==> config.mk <==
export PLATFORM = sky130hd
export DESIGN_NAME = icc_top
export DESIGN_NICKNAME = d
export VERILOG_FILES = /design/src/icc_pkg.sv /design/src/icc_tick_if.sv /design/src/icc_tick_div.sv /design/src/icc_top.sv
export SDC_FILE = /design/constraint.sdc
export NUM_CORES = 1
export LEC_CHECK = 0
export ABC_AREA = 1
export BUFFER_PORTS_ARGS = -buffer_cell sky130_fd_sc_hd__clkbuf_2
export CORE_MARGIN = 2
export CORE_UTILIZATION = 50
export DETAILED_ROUTE_END_ITERATION = 7
export MAX_ROUTING_LAYER = met4
export PLACE_DENSITY = 0.69
export SLEW_MARGIN = 10
export SYNTH_ARGS = -nofsm -noshare
export SYNTH_HDL_FRONTEND = slang
export SYNTH_SLANG_ARGS = --single-unit
==> constraint.sdc <==
create_clock -name aclk -period 3.3 [get_ports aclk]
set_clock_uncertainty 0.1 [all_clocks]
set_input_delay 0.33 -clock aclk [delete_from_list [all_inputs] [get_ports aclk]]
set_output_delay 0.33 -clock aclk [all_outputs]
set_load 0.05 [all_outputs]
==> src/icc_pkg.sv <==
// Constants, register map and field layout of the input capture counter block
// Functional notes
// - Capture counter is 24 bits wide in bits 23:0; bits 31:24 read zero.
// - Counter advances only on divided capture clock ticks, never on raw clock.
// - A valid edge on an enabled channel copies the counter into its hold.
// - Three hold registers, each loaded only by the input of the same index or by a software write.
// - With compare mode on, counter is compared against compare/reload value.
// - With reload mode on, an overflow or edge event selected by the reload select bits reloads the counter.
// - With compare mode on, match flag sets when the counting counter reaches the compare value.
// - Counter does not count while run bit is 0 (write, reload and edge clear still apply), counts on ticks while it is 1.
// - With both clear-on-edge and reload on, an edge event never clears; only an edge selected by the reload select bits reloads.
// - Event flags set by hardware stay set; writing 1 clears them.
`default_nettype none
package icc_pkg;
    localparam int CNT_W = 24;
    localparam int NCH = 3;
    localparam int ADDR_W = 8;
    localparam int DIV_W = 7;
    // Register byte offsets
    localparam logic [7:0] OFF_CNT = 8'h00;
    localparam logic [7:0] OFF_HOLD0 = 8'h04;
    localparam logic [7:0] OFF_CMP = 8'h10;
    localparam logic [7:0] OFF_CTRL = 8'h14;
    localparam logic [7:0] OFF_STAT = 8'h18;
    localparam logic [7:0] OFF_IEN = 8'h1C;
    localparam logic [7:0] OFF_ICLR = 8'h20;
    localparam logic [7:0] HOLD_STEP = 8'h04;
    // Control register fields
    localparam int CTL_RUN = 0;
    localparam int CTL_CMP = 1;
    localparam int CTL_RLD = 2;
    localparam int CTL_CLRE = 3;
    localparam int CTL_CLRM = 4;
    localparam int CTL_CHEN = 5;
    localparam int CTL_RSEL = 8;
    localparam int CTL_DIV = 12;
    localparam int CTRL_W = 15;
    // Status, enable and clear layout
    localparam int ST_EDGE = 0;
    localparam int ST_MATCH = 4;
    localparam int ST_OVF = 5;
    localparam int FLAG_W = 6;
    localparam logic [5:0] FLAG_MASK = 6'h37;
    // Reset values and limits
    localparam logic [23:0] CNT_RST = 24'h00_0000;
    localparam logic [23:0] CNT_MAX = 24'hFF_FFFF;
    localparam logic [23:0] CNT_ONE = 24'h00_0001;
    localparam logic [14:0] CTRL_RST = 15'h0000;
    localparam logic [5:0] FLAG_RST = 6'h00;
    localparam logic [6:0] DIV_RST = 7'h00;
    // AXI responses
    localparam logic [1:0] RESP_OKAY = 2'h0;
    localparam logic [1:0] RESP_SLVERR = 2'h2;
endpackage
`default_nettype wire

==> src/icc_tick_if.sv <==
// Tick carrier between the clock divider and the counter core
`timescale 1ns/1ps
`default_nettype none
interface icc_tick_if;
    logic [2:0] div_sel;
    logic tick;
    modport gen(input div_sel, output tick);
    modport sink(output div_sel, input tick);
endinterface
`default_nettype wire

==> src/icc_tick_div.sv <==
// Capture clock divider: one tick every 1,4,16,32,64,96,112 or 128 cycles
`timescale 1ns/1ps
`default_nettype none
module icc_tick_div (
    // Clock and reset
    input wire logic aclk,
    input wire logic aresetn,
    // Tick towards the counter
    icc_tick_if.gen tk
);
    import icc_pkg::*;

    logic [DIV_W-1:0] div_cnt_ff;
    logic [DIV_W-1:0] nxt_div_cnt;
    logic [DIV_W-1:0] last;

    // Terminal count for each divide setting
    function automatic logic [DIV_W-1:0] div_last(input logic [2:0] s);
        unique case (s)
            3'h0: div_last = 7'h00;
            3'h1: div_last = 7'h03;
            3'h2: div_last = 7'h0F;
            3'h3: div_last = 7'h1F;
            3'h4: div_last = 7'h3F;
            3'h5: div_last = 7'h5F;
            3'h6: div_last = 7'h6F;
            3'h7: div_last = 7'h7F;
        endcase
    endfunction

    // Greater-or-equal so a smaller setting taken mid-period ends it at once
    always_comb begin
        last = div_last(tk.div_sel);
        tk.tick = (div_cnt_ff >= last);
        nxt_div_cnt = tk.tick ? DIV_RST : div_cnt_ff + 7'h01;
    end

    always_ff @(posedge aclk) begin
        if (!aresetn) begin
            div_cnt_ff <= DIV_RST;
        end else begin
            div_cnt_ff <= nxt_div_cnt;
        end
    end
endmodule
`default_nettype wire

==> src/icc_top.sv <==
// Input capture counter core with AXI4-Lite register slave
`timescale 1ns/1ps
`default_nettype none
module icc_top (
    // Clock and reset
    input wire logic aclk,
    input wire logic aresetn,
    // AXI4-Lite write address
    input wire logic s_axi_awvalid,
    output logic s_axi_awready,
    input wire logic [icc_pkg::ADDR_W-1:0] s_axi_awaddr,
    input wire logic [2:0] s_axi_awprot,
    // AXI4-Lite write data
    input wire logic s_axi_wvalid,
    output logic s_axi_wready,
    input wire logic [31:0] s_axi_wdata,
    input wire logic [3:0] s_axi_wstrb,
    // AXI4-Lite write response
    output logic s_axi_bvalid,
    input wire logic s_axi_bready,
    output logic [1:0] s_axi_bresp,
    // AXI4-Lite read address
    input wire logic s_axi_arvalid,
    output logic s_axi_arready,
    input wire logic [icc_pkg::ADDR_W-1:0] s_axi_araddr,
    input wire logic [2:0] s_axi_arprot,
    // AXI4-Lite read data
    output logic s_axi_rvalid,
    input wire logic s_axi_rready,
    output logic [31:0] s_axi_rdata,
    output logic [1:0] s_axi_rresp,
    // Capture inputs, synchronous to aclk
    input wire logic edge_input_0,
    input wire logic edge_input_1,
    input wire logic edge_input_2,
    // Interrupt
    output logic irq
);
    import icc_pkg::*;

    // Bus slave state
    logic aw_got_ff;
    logic w_got_ff;
    logic [ADDR_W-1:0] waddr_ff;
    logic [31:0] wdata_ff;
    logic [3:0] wstrb_ff;
    logic bvalid_ff;
    logic [1:0] bresp_ff;
    logic rvalid_ff;
    logic [31:0] rdata_ff;
    logic [1:0] rresp_ff;
    logic do_wr;
    logic [31:0] rd_val;
    logic rd_ok;
    logic wr_ok;

    // Block state
    logic [CNT_W-1:0] cnt_ff;
    logic [CNT_W-1:0] nxt_cnt;
    logic [CNT_W-1:0] cmp_ff;
    logic [CNT_W-1:0] hold_ff [NCH];
    logic [CTRL_W-1:0] ctrl_ff;
    logic [FLAG_W-1:0] flag_ff;
    logic [FLAG_W-1:0] ien_ff;
    logic [NCH-1:0] in_q_ff;
    logic irq_ff;

    // Decoded controls and events
    logic run;
    logic cmp_en;
    logic rld_en;
    logic clr_edge_en;
    logic clr_match_en;
    logic [NCH-1:0] ch_en;
    logic [3:0] rld_sel;
    logic [NCH-1:0] in_now;
    logic [NCH-1:0] cap_evt;
    logic inc;
    logic ovf_evt;
    logic match_evt;
    logic reload_evt;
    logic clear_edge;
    logic clear_match;
    logic wr_cnt;
    logic [FLAG_W-1:0] flag_set;
    logic [FLAG_W-1:0] flag_clr;

    icc_tick_if tk ();

    icc_tick_div u_div (
        .aclk(aclk),
        .aresetn(aresetn),
        .tk(tk)
    );

    // Byte-lane merge of a write into an existing word
    function automatic logic [31:0] merge(input logic [31:0] old, input logic [31:0] d,
                                          input logic [3:0] s);
        logic [31:0] r;
        r = old;
        for (int b = 0; b < 4; b++) begin
            if (s[b]) begin
                r[b*8 +: 8] = d[b*8 +: 8];
            end
        end
        return r;
    endfunction

    // Word-aligned register decode, shared by both directions
    function automatic logic hit(input logic [ADDR_W-1:0] a, input logic [7:0] off);
        return {a[ADDR_W-1:2], 2'b00} == off;
    endfunction

    // Control field decode
    assign run = ctrl_ff[CTL_RUN];
    assign cmp_en = ctrl_ff[CTL_CMP];
    assign rld_en = ctrl_ff[CTL_RLD];
    assign clr_edge_en = ctrl_ff[CTL_CLRE];
    assign clr_match_en = ctrl_ff[CTL_CLRM];
    assign ch_en = ctrl_ff[CTL_CHEN +: NCH];
    assign rld_sel = ctrl_ff[CTL_RSEL +: 4];
    assign tk.div_sel = ctrl_ff[CTL_DIV +: 3];
    assign in_now = {edge_input_2, edge_input_1, edge_input_0};

    // Write channel accepts address and data in either order
    assign s_axi_awready = !aw_got_ff && !bvalid_ff;
    assign s_axi_wready = !w_got_ff && !bvalid_ff;
    assign do_wr = aw_got_ff && w_got_ff && !bvalid_ff;
    assign s_axi_bvalid = bvalid_ff;
    assign s_axi_bresp = bresp_ff;

    always_ff @(posedge aclk) begin
        if (!aresetn) begin
            aw_got_ff <= 1'b0;
            waddr_ff <= '0;
        end else if (s_axi_awvalid && s_axi_awready) begin
            aw_got_ff <= 1'b1;
            waddr_ff <= s_axi_awaddr;
        end else if (do_wr) begin
            aw_got_ff <= 1'b0;
        end
    end

    always_ff @(posedge aclk) begin
        if (!aresetn) begin
            w_got_ff <= 1'b0;
            wdata_ff <= '0;
            wstrb_ff <= '0;
        end else if (s_axi_wvalid && s_axi_wready) begin
            w_got_ff <= 1'b1;
            wdata_ff <= s_axi_wdata;
            wstrb_ff <= s_axi_wstrb;
        end else if (do_wr) begin
            w_got_ff <= 1'b0;
        end
    end

    // Response is raised by the same edge that performs the write
    assign wr_ok = hit(waddr_ff, OFF_CNT) || hit(waddr_ff, OFF_CMP) || hit(waddr_ff, OFF_CTRL)
                || hit(waddr_ff, OFF_STAT) || hit(waddr_ff, OFF_IEN) || hit(waddr_ff, OFF_ICLR)
                || hit(waddr_ff, OFF_HOLD0) || hit(waddr_ff, OFF_HOLD0 + HOLD_STEP)
                || hit(waddr_ff, OFF_HOLD0 + 8'h02 * HOLD_STEP);

    always_ff @(posedge aclk) begin
        if (!aresetn) begin
            bvalid_ff <= 1'b0;
            bresp_ff <= RESP_OKAY;
        end else if (do_wr) begin
            bvalid_ff <= 1'b1;
            bresp_ff <= wr_ok ? RESP_OKAY : RESP_SLVERR;
        end else if (s_axi_bready) begin
            bvalid_ff <= 1'b0;
        end
    end

    // Read mux; the clear register reads as zero
    always_comb begin
        rd_val = 32'h0000_0000;
        rd_ok = 1'b1;
        if (hit(s_axi_araddr, OFF_CNT)) begin
            rd_val = {8'h00, cnt_ff};
        end else if (hit(s_axi_araddr, OFF_HOLD0)) begin
            rd_val = {8'h00, hold_ff[0]};
        end else if (hit(s_axi_araddr, OFF_HOLD0 + HOLD_STEP)) begin
            rd_val = {8'h00, hold_ff[1]};
        end else if (hit(s_axi_araddr, OFF_HOLD0 + 8'h02 * HOLD_STEP)) begin
            rd_val = {8'h00, hold_ff[2]};
        end else if (hit(s_axi_araddr, OFF_CMP)) begin
            rd_val = {8'h00, cmp_ff};
        end else if (hit(s_axi_araddr, OFF_CTRL)) begin
            rd_val = {17'h0_0000, ctrl_ff};
        end else if (hit(s_axi_araddr, OFF_STAT)) begin
            rd_val = {26'h000_0000, flag_ff};
        end else if (hit(s_axi_araddr, OFF_IEN)) begin
            rd_val = {26'h000_0000, ien_ff};
        end else if (!hit(s_axi_araddr, OFF_ICLR)) begin
            rd_ok = 1'b0;
        end
    end

    assign s_axi_arready = !rvalid_ff;
    assign s_axi_rvalid = rvalid_ff;
    assign s_axi_rdata = rdata_ff;
    assign s_axi_rresp = rresp_ff;

    // Read data is captured at the address edge and held until taken
    always_ff @(posedge aclk) begin
        if (!aresetn) begin
            rvalid_ff <= 1'b0;
            rdata_ff <= 32'h0000_0000;
            rresp_ff <= RESP_OKAY;
        end else if (s_axi_arvalid && s_axi_arready) begin
            rvalid_ff <= 1'b1;
            rdata_ff <= rd_ok ? rd_val : 32'h0000_0000;
            rresp_ff <= rd_ok ? RESP_OKAY : RESP_SLVERR;
        end else if (s_axi_rready) begin
            rvalid_ff <= 1'b0;
        end
    end

    // Rising edge detect on enabled channels
    always_ff @(posedge aclk) begin
        if (!aresetn) begin
            in_q_ff <= '0;
        end else begin
            in_q_ff <= in_now;
        end
    end

    assign cap_evt = ch_en & in_now & ~in_q_ff;

    // Counter events
    assign inc = run && tk.tick;
    assign ovf_evt = inc && (cnt_ff == CNT_MAX);
    assign match_evt = cmp_en && inc && (cnt_ff + CNT_ONE == cmp_ff);
    assign reload_evt = rld_en && ((rld_sel[0] && ovf_evt) || |(rld_sel[3:1] & cap_evt));
    assign clear_edge = clr_edge_en && |cap_evt && !rld_en;
    assign clear_match = clr_match_en && match_evt;
    assign wr_cnt = do_wr && hit(waddr_ff, OFF_CNT);

    // Software write wins, then reload, then clear, then count; wrap is natural
    always_comb begin
        nxt_cnt = cnt_ff;
        if (wr_cnt) begin
            nxt_cnt = CNT_W'(merge({8'h00, cnt_ff}, wdata_ff, wstrb_ff));
        end else if (reload_evt) begin
            nxt_cnt = cmp_ff;
        end else if (clear_edge || clear_match) begin
            nxt_cnt = CNT_RST;
        end else if (inc) begin
            nxt_cnt = cnt_ff + CNT_ONE;
        end
    end

    always_ff @(posedge aclk) begin
        if (!aresetn) begin
            cnt_ff <= CNT_RST;
        end else begin
            cnt_ff <= nxt_cnt;
        end
    end

    // Hold registers; a capture beats a software write in the same cycle
    for (genvar i = 0; i < NCH; i++) begin : g_hold
        logic wr_hold;
        assign wr_hold = do_wr && hit(waddr_ff, OFF_HOLD0 + 8'(i) * HOLD_STEP);
        always_ff @(posedge aclk) begin
            if (!aresetn) begin
                hold_ff[i] <= CNT_RST;
            end else if (cap_evt[i]) begin
                hold_ff[i] <= cnt_ff;
            end else if (wr_hold) begin
                hold_ff[i] <= CNT_W'(merge({8'h00, hold_ff[i]}, wdata_ff, wstrb_ff));
            end
        end

    end

    // Compare/reload, control and enable registers
    always_ff @(posedge aclk) begin
        if (!aresetn) begin
            cmp_ff <= CNT_RST;
            ctrl_ff <= CTRL_RST;
            ien_ff <= FLAG_RST;
        end else if (do_wr) begin
            if (hit(waddr_ff, OFF_CMP)) begin
                cmp_ff <= CNT_W'(merge({8'h00, cmp_ff}, wdata_ff, wstrb_ff));
            end
            if (hit(waddr_ff, OFF_CTRL)) begin
                ctrl_ff <= CTRL_W'(merge({17'h0_0000, ctrl_ff}, wdata_ff, wstrb_ff));
            end
            if (hit(waddr_ff, OFF_IEN)) begin
                ien_ff <= FLAG_W'(merge({26'h000_0000, ien_ff}, wdata_ff, wstrb_ff)) & FLAG_MASK;
            end
        end
    end

    // Sticky flags: a set in the clearing cycle survives
    always_comb begin
        flag_set = '0;
        flag_set[ST_EDGE +: NCH] = cap_evt;
        flag_set[ST_MATCH] = match_evt;
        flag_set[ST_OVF] = ovf_evt;
        flag_clr = '0;
        if (do_wr && (hit(waddr_ff, OFF_STAT) || hit(waddr_ff, OFF_ICLR))) begin
            flag_clr = wdata_ff[FLAG_W-1:0] & {FLAG_W{wstrb_ff[0]}} & FLAG_MASK;
        end
    end

    always_ff @(posedge aclk) begin
        if (!aresetn) begin
            flag_ff <= FLAG_RST;
        end else begin
            flag_ff <= (flag_ff & ~flag_clr) | flag_set;
        end
    end

    // Registered interrupt level, one cycle behind the flags
    always_ff @(posedge aclk) begin
        if (!aresetn) begin
            irq_ff <= 1'b0;
        end else begin
            irq_ff <= |(flag_ff & ien_ff);
        end
    end

    assign irq = irq_ff;
endmodule
`default_nettype wire
==> results of run 1 <==
[final timing paths]
kind                               to  slack (ns)  cells past startpoint
setup reg to reg           cnt_ff[16]        0.27                     20
hold reg to reg   u_div.div_cnt_ff[0]        0.36                      1
hold / removal            wdata_ff[9]       0.002                      3
setup / recovery           cnt_ff[16]        0.27                     20
[sequential cells by signal, indices dropped and copies added (netlist names)]
name and count:
hold_ff 72, cmp_ff 24, cnt_ff 24, s_axi_rdata 24
wdata_ff 24, ctrl_ff 15, u_div.div_cnt_ff 7, waddr_ff 6
flag_ff 5, ien_ff 5, u_div.last 5, in_q_ff 3
wstrb_ff 3, aw_got_ff 1, irq 1, s_axi_bresp 1
s_axi_bvalid 1, s_axi_rresp 1, s_axi_rvalid 1, w_got_ff 1
[Yosys cell counts, types with 25 or more instances]
master      n
nor2_1    194
o211ai_1   25
clkbuf_1   66
nand3_1   108
o21ai_0   118
o22ai_1    77
nand2_1   300
edfxtp_1   72
dfxtp_1   152
nand4_1    31
inv_1     182
a21oi_1   150
[critical path, cell delays in order (launching register included)]
cell	delay [ns]
dfxtp_1	0.35
ha_1	0.20
nand2_1	0.13
nor2_4	0.19
nand2_1	0.16
nand2_1	0.12
nand2_1	0.07
nand2_1	0.08
nand2_1	0.05
nor2_1	0.10
nand2_1	0.12
nor2_1	0.14
nand2_1	0.12
nor2_4	0.15
nand3_4	0.10
nand3_4	0.20
nand2_1	0.10
inv_2	0.19
nor2_1	0.07
nor2_1	0.11
nor2_1	0.04
[kinds of logic after synthesis]
kind of cell             count (synthesis)  synth area share
AND/OR/NAND/NOR                        658            0.2415
adder cells (fa/ha/maj)                  9          0.009660
other                                    1         0.0003217
XOR/XNOR                                10           0.01224
AO/OA/AOI/OAI                          402            0.1941
buffers and inverters                  280           0.09574
flip-flops                             224            0.4465
[power by group through the flow]
| stage | clock (mW) | combinational (mW) | sequential [mW] |
|---|---|---|---|
| 3_3_place_gp | 0 | 0.412 | 3.00 |
| 3_5_place_dp | 0 | 0.420 | 3.01 |
| 5_1_grt | 2.78 | 0.485 | 2.95 |
| 2_1_floorplan | 0 | 0.272 | 3.01 |
| 4_1_cts | 2.65 | 0.439 | 2.95 |
| 6_report | 2.64 | 0.446 | 2.95 |
[layer usage]
layer / track usage / vias up / routed length [µm]
li1: - / 5525 / -
met1: 0.4277 / 5288 / 15140
met2: 0.4781 / 681 / 16570
met3: 0.05732 / 66 / 4776
met4: 0.08301 / 0 / 864
met5: - / - / 0
[placed cells by master, fill, tap and decap left out, types with 9 or more instances in the layout]
cell type,netlist,layout
clkbuf_2,0,80
ha_1,9,9
buf_4,12,47
conb_1,1,10
dfxtp_1,152,152
nand3_1,108,108
inv_1,182,181
o22ai_1,77,77
clkbuf_16,0,25
a21oi_1,150,149
dlygate4sd3_1,0,20
nor2_1,194,194
o211ai_1,25,25
nand4_1,31,31
nand2_1,300,300
edfxtp_1,72,72
clkinv_1,6,11
o21ai_0,118,118
[area by class of cell]
type / instances / share of cell area
clock buffer: 30 / 0.04944
clock inverter: 15 / 0.007263
inverter: 194 / 0.05419
multi-input combinational: 1089 / 0.4017
sequential: 224 / 0.3873
tap: 313 / 0.02914
timing repair buffer: 147 / 0.07095
[timing repair]
action / CTS / global route
buffers inserted: 0 / 3
hold buffers: 20 / 0
hold endpoints to repair: 20 / 0
endpoints found under the setup margin: 0 / 1
gates resized for setup: 0 / 1
[through the flow]
step | std cells | hold WS [ns]
2_1_floorplan | 1593 | 0.3235
3_3_place_gp | 1944 | 0.3463
3_5_place_dp | 1944 | 0.3499
4_1_cts | 2009 | 0.0004811
5_1_grt | 2012 | 0.02985
6_report | 2012 | 0.001715
==> summary.txt, run 1 <==
Status = finished clean
Max cap viols = 0
Dpl ws = 0.3153 ns
Hold Crit Start = s_axi_wdata[9]
Final min period = 3.025 ns
Switching share of power = 0.2477
Internal = 4.539 mW
Slew HR = 0.2929
First-pass GRT wire length = 57130 µm
Std-Cell Core Area = 22780 µm²
Unrepaired setup endpoints after global routing = no
Critical path class = flip-flop to flip-flop
Num CTS Buffers = 25
RD Place Congestion = 0.9212
Port Buf Inserts = 80
Net switching power = 1.494 mW
Clock Tree Root = clkbuf_16
Pwr Total = 6.033 mW
Post-synth ARST share = 0
Final setup TNS = 0 ns
CTS tree = done
Critical Path Fanout Max = 16
Worst setup path startpoint = cnt_ff[0]
Required time worst endpoint = 3.59 ns
Leak Pwr = 5.178 nW
DR vias = 11560
Top FF cell, synth = dfxtp_1
Final Worst Setup Slack = 0.2749 ns
Worst skew pair latency = 0.53 ns
Yosys top cell by area = dfxtp_1
Number of nets in the layout = 1758
Via density = 5.746
VDD IR max = 0.3992 mV
Multi-input gate area = 5398 µm²
Final Max Tran Viols = 0
Layout area overhead = 15.27%
Layout cells sized above 1 = 0.1124
Critical path capture point type = flip-flop
Row cnt = 55
EDFF count, synth = 72
Gate power share = 0.074
Post-route DRC = 0
Part of the power in the clock network = 0.438
Detailed-placement wirelength estimate = 25550 µm
Grt total ovfl = 0
Gate Count Post-Synth = 1584
Number of global-route vias before repair = 10355
Largest net degree at the start of global routing = 84
Die area = 24550 µm²
Worst Max-Slew Pin Slew = 1.061 ns
Warnings from Yosys = 0
Routed length per instance = 18.56 µm
Register area share after synthesis = 0.4465
Worst r2r src = cnt_ff[0]
Htree depth = 1
Synth Cell Area = 11660 µm²
Fmax = 0.3306 GHz
Critical path arrival = 3.31 ns
Hold Crit Class = input port to flip-flop
I/O pin count = 110
WL final = 37350 µm
Post-route ant nets = 0
CP Launch Type = flip-flop
Placed inst area = 12450 µm²
Initial Util = 0.5118
Antenna diodes = 0
Clock transition at path regs = 0.06 ns
Die extent in y = 156.7 µm
PD cells = 449.0 nW/µm²
Design area = 13440 µm²
Clock Sinks = 224
Gr usage total = 0.3123
Final Hold Vio Count = 0
Synth unique cells = 42
Iter 0 DRT Violations = 964
Final setup viols = 0
Horiz. Die Dim = 156.7 µm
Storage element area = 5205 µm²
Sequential Power Share = 0.488
Drt pass-1 iters = 5
Antenna violations before repair = 0
Fillers = 2122
Syn_area_per_cell = 7.359 µm²
Share of the synthesized area in the top cell type = 0.2610
Top post-synthesis cells by area = dfxtp_1 26%, edfxtp_1 19%, nand2_1 9.7%, a21oi_1 6.4%, nor2_1 6.2%
Final period util = 0.9167
Synthesis-stage register bit count = 224
CTS max path bufs = 3
Fin util = 0.5899
Note: power is estimated with default switching activity, not from simulation.
==> inputs of run 2 (changes only) <==
ABC_AREA = not set   (was 1)
==> run 2 against run 1 <==
Effect of this change: sequential cell count is the same; register-to-register slack lost 0.21 ns; hold slack improved by 0.023 ns; sequential power is 2% higher; global-route usage increased by 1.8 points; die area is 2.5% higher; synthesized area up 2.6%; via count increased by 2.2%; highest routed layer unchanged; clock-buffer cell count up 7; setup slack worse by 0.21 ns; first-iteration DRC count grew 26%.
==> summary.txt, run 2 <==
Number of global-route vias before repair = 10638
Clock Tree Root = clkbuf_16
Post-route ant nets = 0
Horiz. Die Dim = 158.6 µm
Top FF cell, synth = dfxtp_1
Critical Path Fanout Max = 10
Post-synth ARST share = 0
VDD IR max = 0.3436 mV
Final Hold Vio Count = 0
Synth unique cells = 68
Placed cell count = 1785
Worst hold slack = 0.02470 ns
CP Launch Type = flip-flop
Clock transition at path regs = 0.06 ns
Final min period = 3.237 ns
Net switching power = 1.544 mW
Leak Pwr = 5.613 nW
Port Buf Inserts = 80
Final setup viols = 0
Non-Filler Instances = 1879
Htree depth = 1
Hold Crit Class = input port to flip-flop
Unrepaired setup endpoints after global routing = yes
Warnings from Yosys = 0
Die area = 25170 µm²
CTS max path bufs = 3
Gr usage total = 0.3299
Number of nets in the layout = 1618
Critical path capture point type = flip-flop
DR vias = 11816
Row cnt = 56
Routed length per instance = 22.02 µm
Fmax = 0.3090 GHz
Antenna violations before repair = 0
Largest net degree at the start of global routing = 50
Num CTS Buffers = 25
CTS tree = done
First-pass GRT wire length = 61520 µm
Iter 0 DRT Violations = 1214
Reg2reg path depth = 14
Clock Sinks = 224
Final Max Tran Viols = 0
RD Place Congestion = 0.9980
Sequential Power Share = 0.491
Most frequent cells after synthesis = 157 x a21oi_1, 152 x dfxtp_1, 149 x nor2_1
Antenna diodes = 0
Layout cells sized above 1 = 0.1897
Commonest non-fill, non-tap cell in the layout = a21oi_1
Status = finished clean
Std-Cell Core Area = 23470 µm²
Grt total ovfl = 0
Syn_area_per_cell = 8.583 µm²
Register area share after synthesis = 0.4353
Largest register FFs = 72
Post-route DRC = 0
Final period util = 0.9808
Worst Max-Slew Pin Slew = 1.083 ns
Worst skew pair latency = 0.53 ns
Gate Count Post-Synth = 1393
Via density = 6.288
Drt pass-1 iters = 6
Switching share of power = 0.2529
Commonest cells after routing, fill and taps aside = 156 x a21oi_1, 146 x nor2_1, 145 x dfxtp_1, 129 x nand2_1, 110 x buf_4
I/O pin count = 110
Layout area overhead = 22.33%
Most common cell in the netlist = a21oi_1
Synthesis-stage register bit count = 224
Yosys top cell by area = dfxtp_1
Slew HR = 0.2765
WL final = 41370 µm
Critical path arrival = 3.54 ns
EDFF count, synth = 72
Internal = 4.561 mW
Part of the power in the clock network = 0.430
Gate power share = 0.079
Synth Cell Area = 11960 µm²
Share of the synthesized area in the top cell type = 0.2545
Worst hold stages = 3
Top post-synthesis cells by area = dfxtp_1 25%, edfxtp_1 18%, a21oi_1 6.6%, a22o_1 4.9%, nor2_1 4.7%
Critical path class = flip-flop to flip-flop
PD cells = 417.4 nW/µm²
Largest Register = hold_ff
Required time worst endpoint = 3.60 ns
Initial Util = 0.5094
Max cap viols = 0
Die extent in y = 158.6 µm
Detailed-placement wirelength estimate = 29040 µm
## run 2: final timing paths
kind,from,to,slack [ns]
worst min-delay path,s_axi_arvalid,s_axi_rresp[1],0.02
worst min register to register,s_axi_rdata[12],s_axi_rdata[12],0.36
worst max register to register,cnt_ff[2],cnt_ff[6],0.06
worst max-delay path,cnt_ff[2],cnt_ff[6],0.06
## run 2: cells by family (layout without fill, tap and decap cells)
family,count (synthesis),in the layout,synth area share
simple gates,485,485,0.1976
flops,224,224,0.4353
fa+ha+maj,9,9,0.009418
buf+inv,171,329,0.05818
mux,55,55,0.05054
xor+xnor,31,31,0.02271
compound gates,417,417,0.2259
other cells,1,10,0.0003136
## run 2: power groups by stage
stage	sequential, mW	clock [mW]	combinational (mW)
floorplan	3.01	0	0.292
global placement	3.05	0	0.422
detailed placement	3.05	0	0.428
CTS	2.99	2.64	0.466
global route	3.00	2.75	0.519
finish	3.00	2.63	0.479
## run 2: layout make-up
cell class	instances	area, µm²
Tap cell	319	399.1
Sequential cell	224	5214
Clock buffer	37	710.7
Inverter	44	167.7
Fill cell	2046	8846
Timing Repair Buffer	239	1790
Clock inverter	9	52.55
Multi-Input combinational cell	1007	6292
## run 2: metal layers
metal / global-route usage / up-vias / wire length [µm]
met3: 0.05035 / 86 / 4558
met2: 0.4943 / 712 / 18070
met1: 0.4683 / 5630 / 17600
met4: 0.08451 / 0 / 1140
met5: - / - / 0
li1: - / 5388 / -
## run 2: critical path, stage by stage, from the launching register on
cell and delay [ns]:
dfxtp_2 0.36, buf_4 0.21, xnor2_1 0.15, xnor2_1 0.17
a311oi_2 0.39, buf_4 0.17, o211ai_1 0.13, nor3_2 0.24
nor4b_4 0.29, nand4_1 0.18, buf_6 0.18, buf_12 0.14
buf_4 0.13, a31oi_1 0.14, o21ai_0 0.10
## run 2: metrics by stage
stage            util  power, mW  setup WS (ns)  cell area [µm²]  TNS (ns)
3_3_place_gp   0.5600      3.471        -0.3540            13140    -5.342
2_1_floorplan       -      3.303         0.1202            11990         0
5_1_grt        0.6231      6.269       -0.03862            14630  -0.08901
6_report       0.6231      6.105        0.06342            14630         0
4_1_cts        0.6110      6.102        0.01795            14340         0
3_5_place_dp   0.5600      3.479        -0.3494            13140    -5.348
## run 2: repair_timing
item,in CTS,in global routing
resized for setup,8,44
endpoints found under the setup margin,23,21
hold buffers,39,0
setup buffers,0,7
gates cloned,0,2
hold endpoints to repair,38,0
pin swaps,0,8
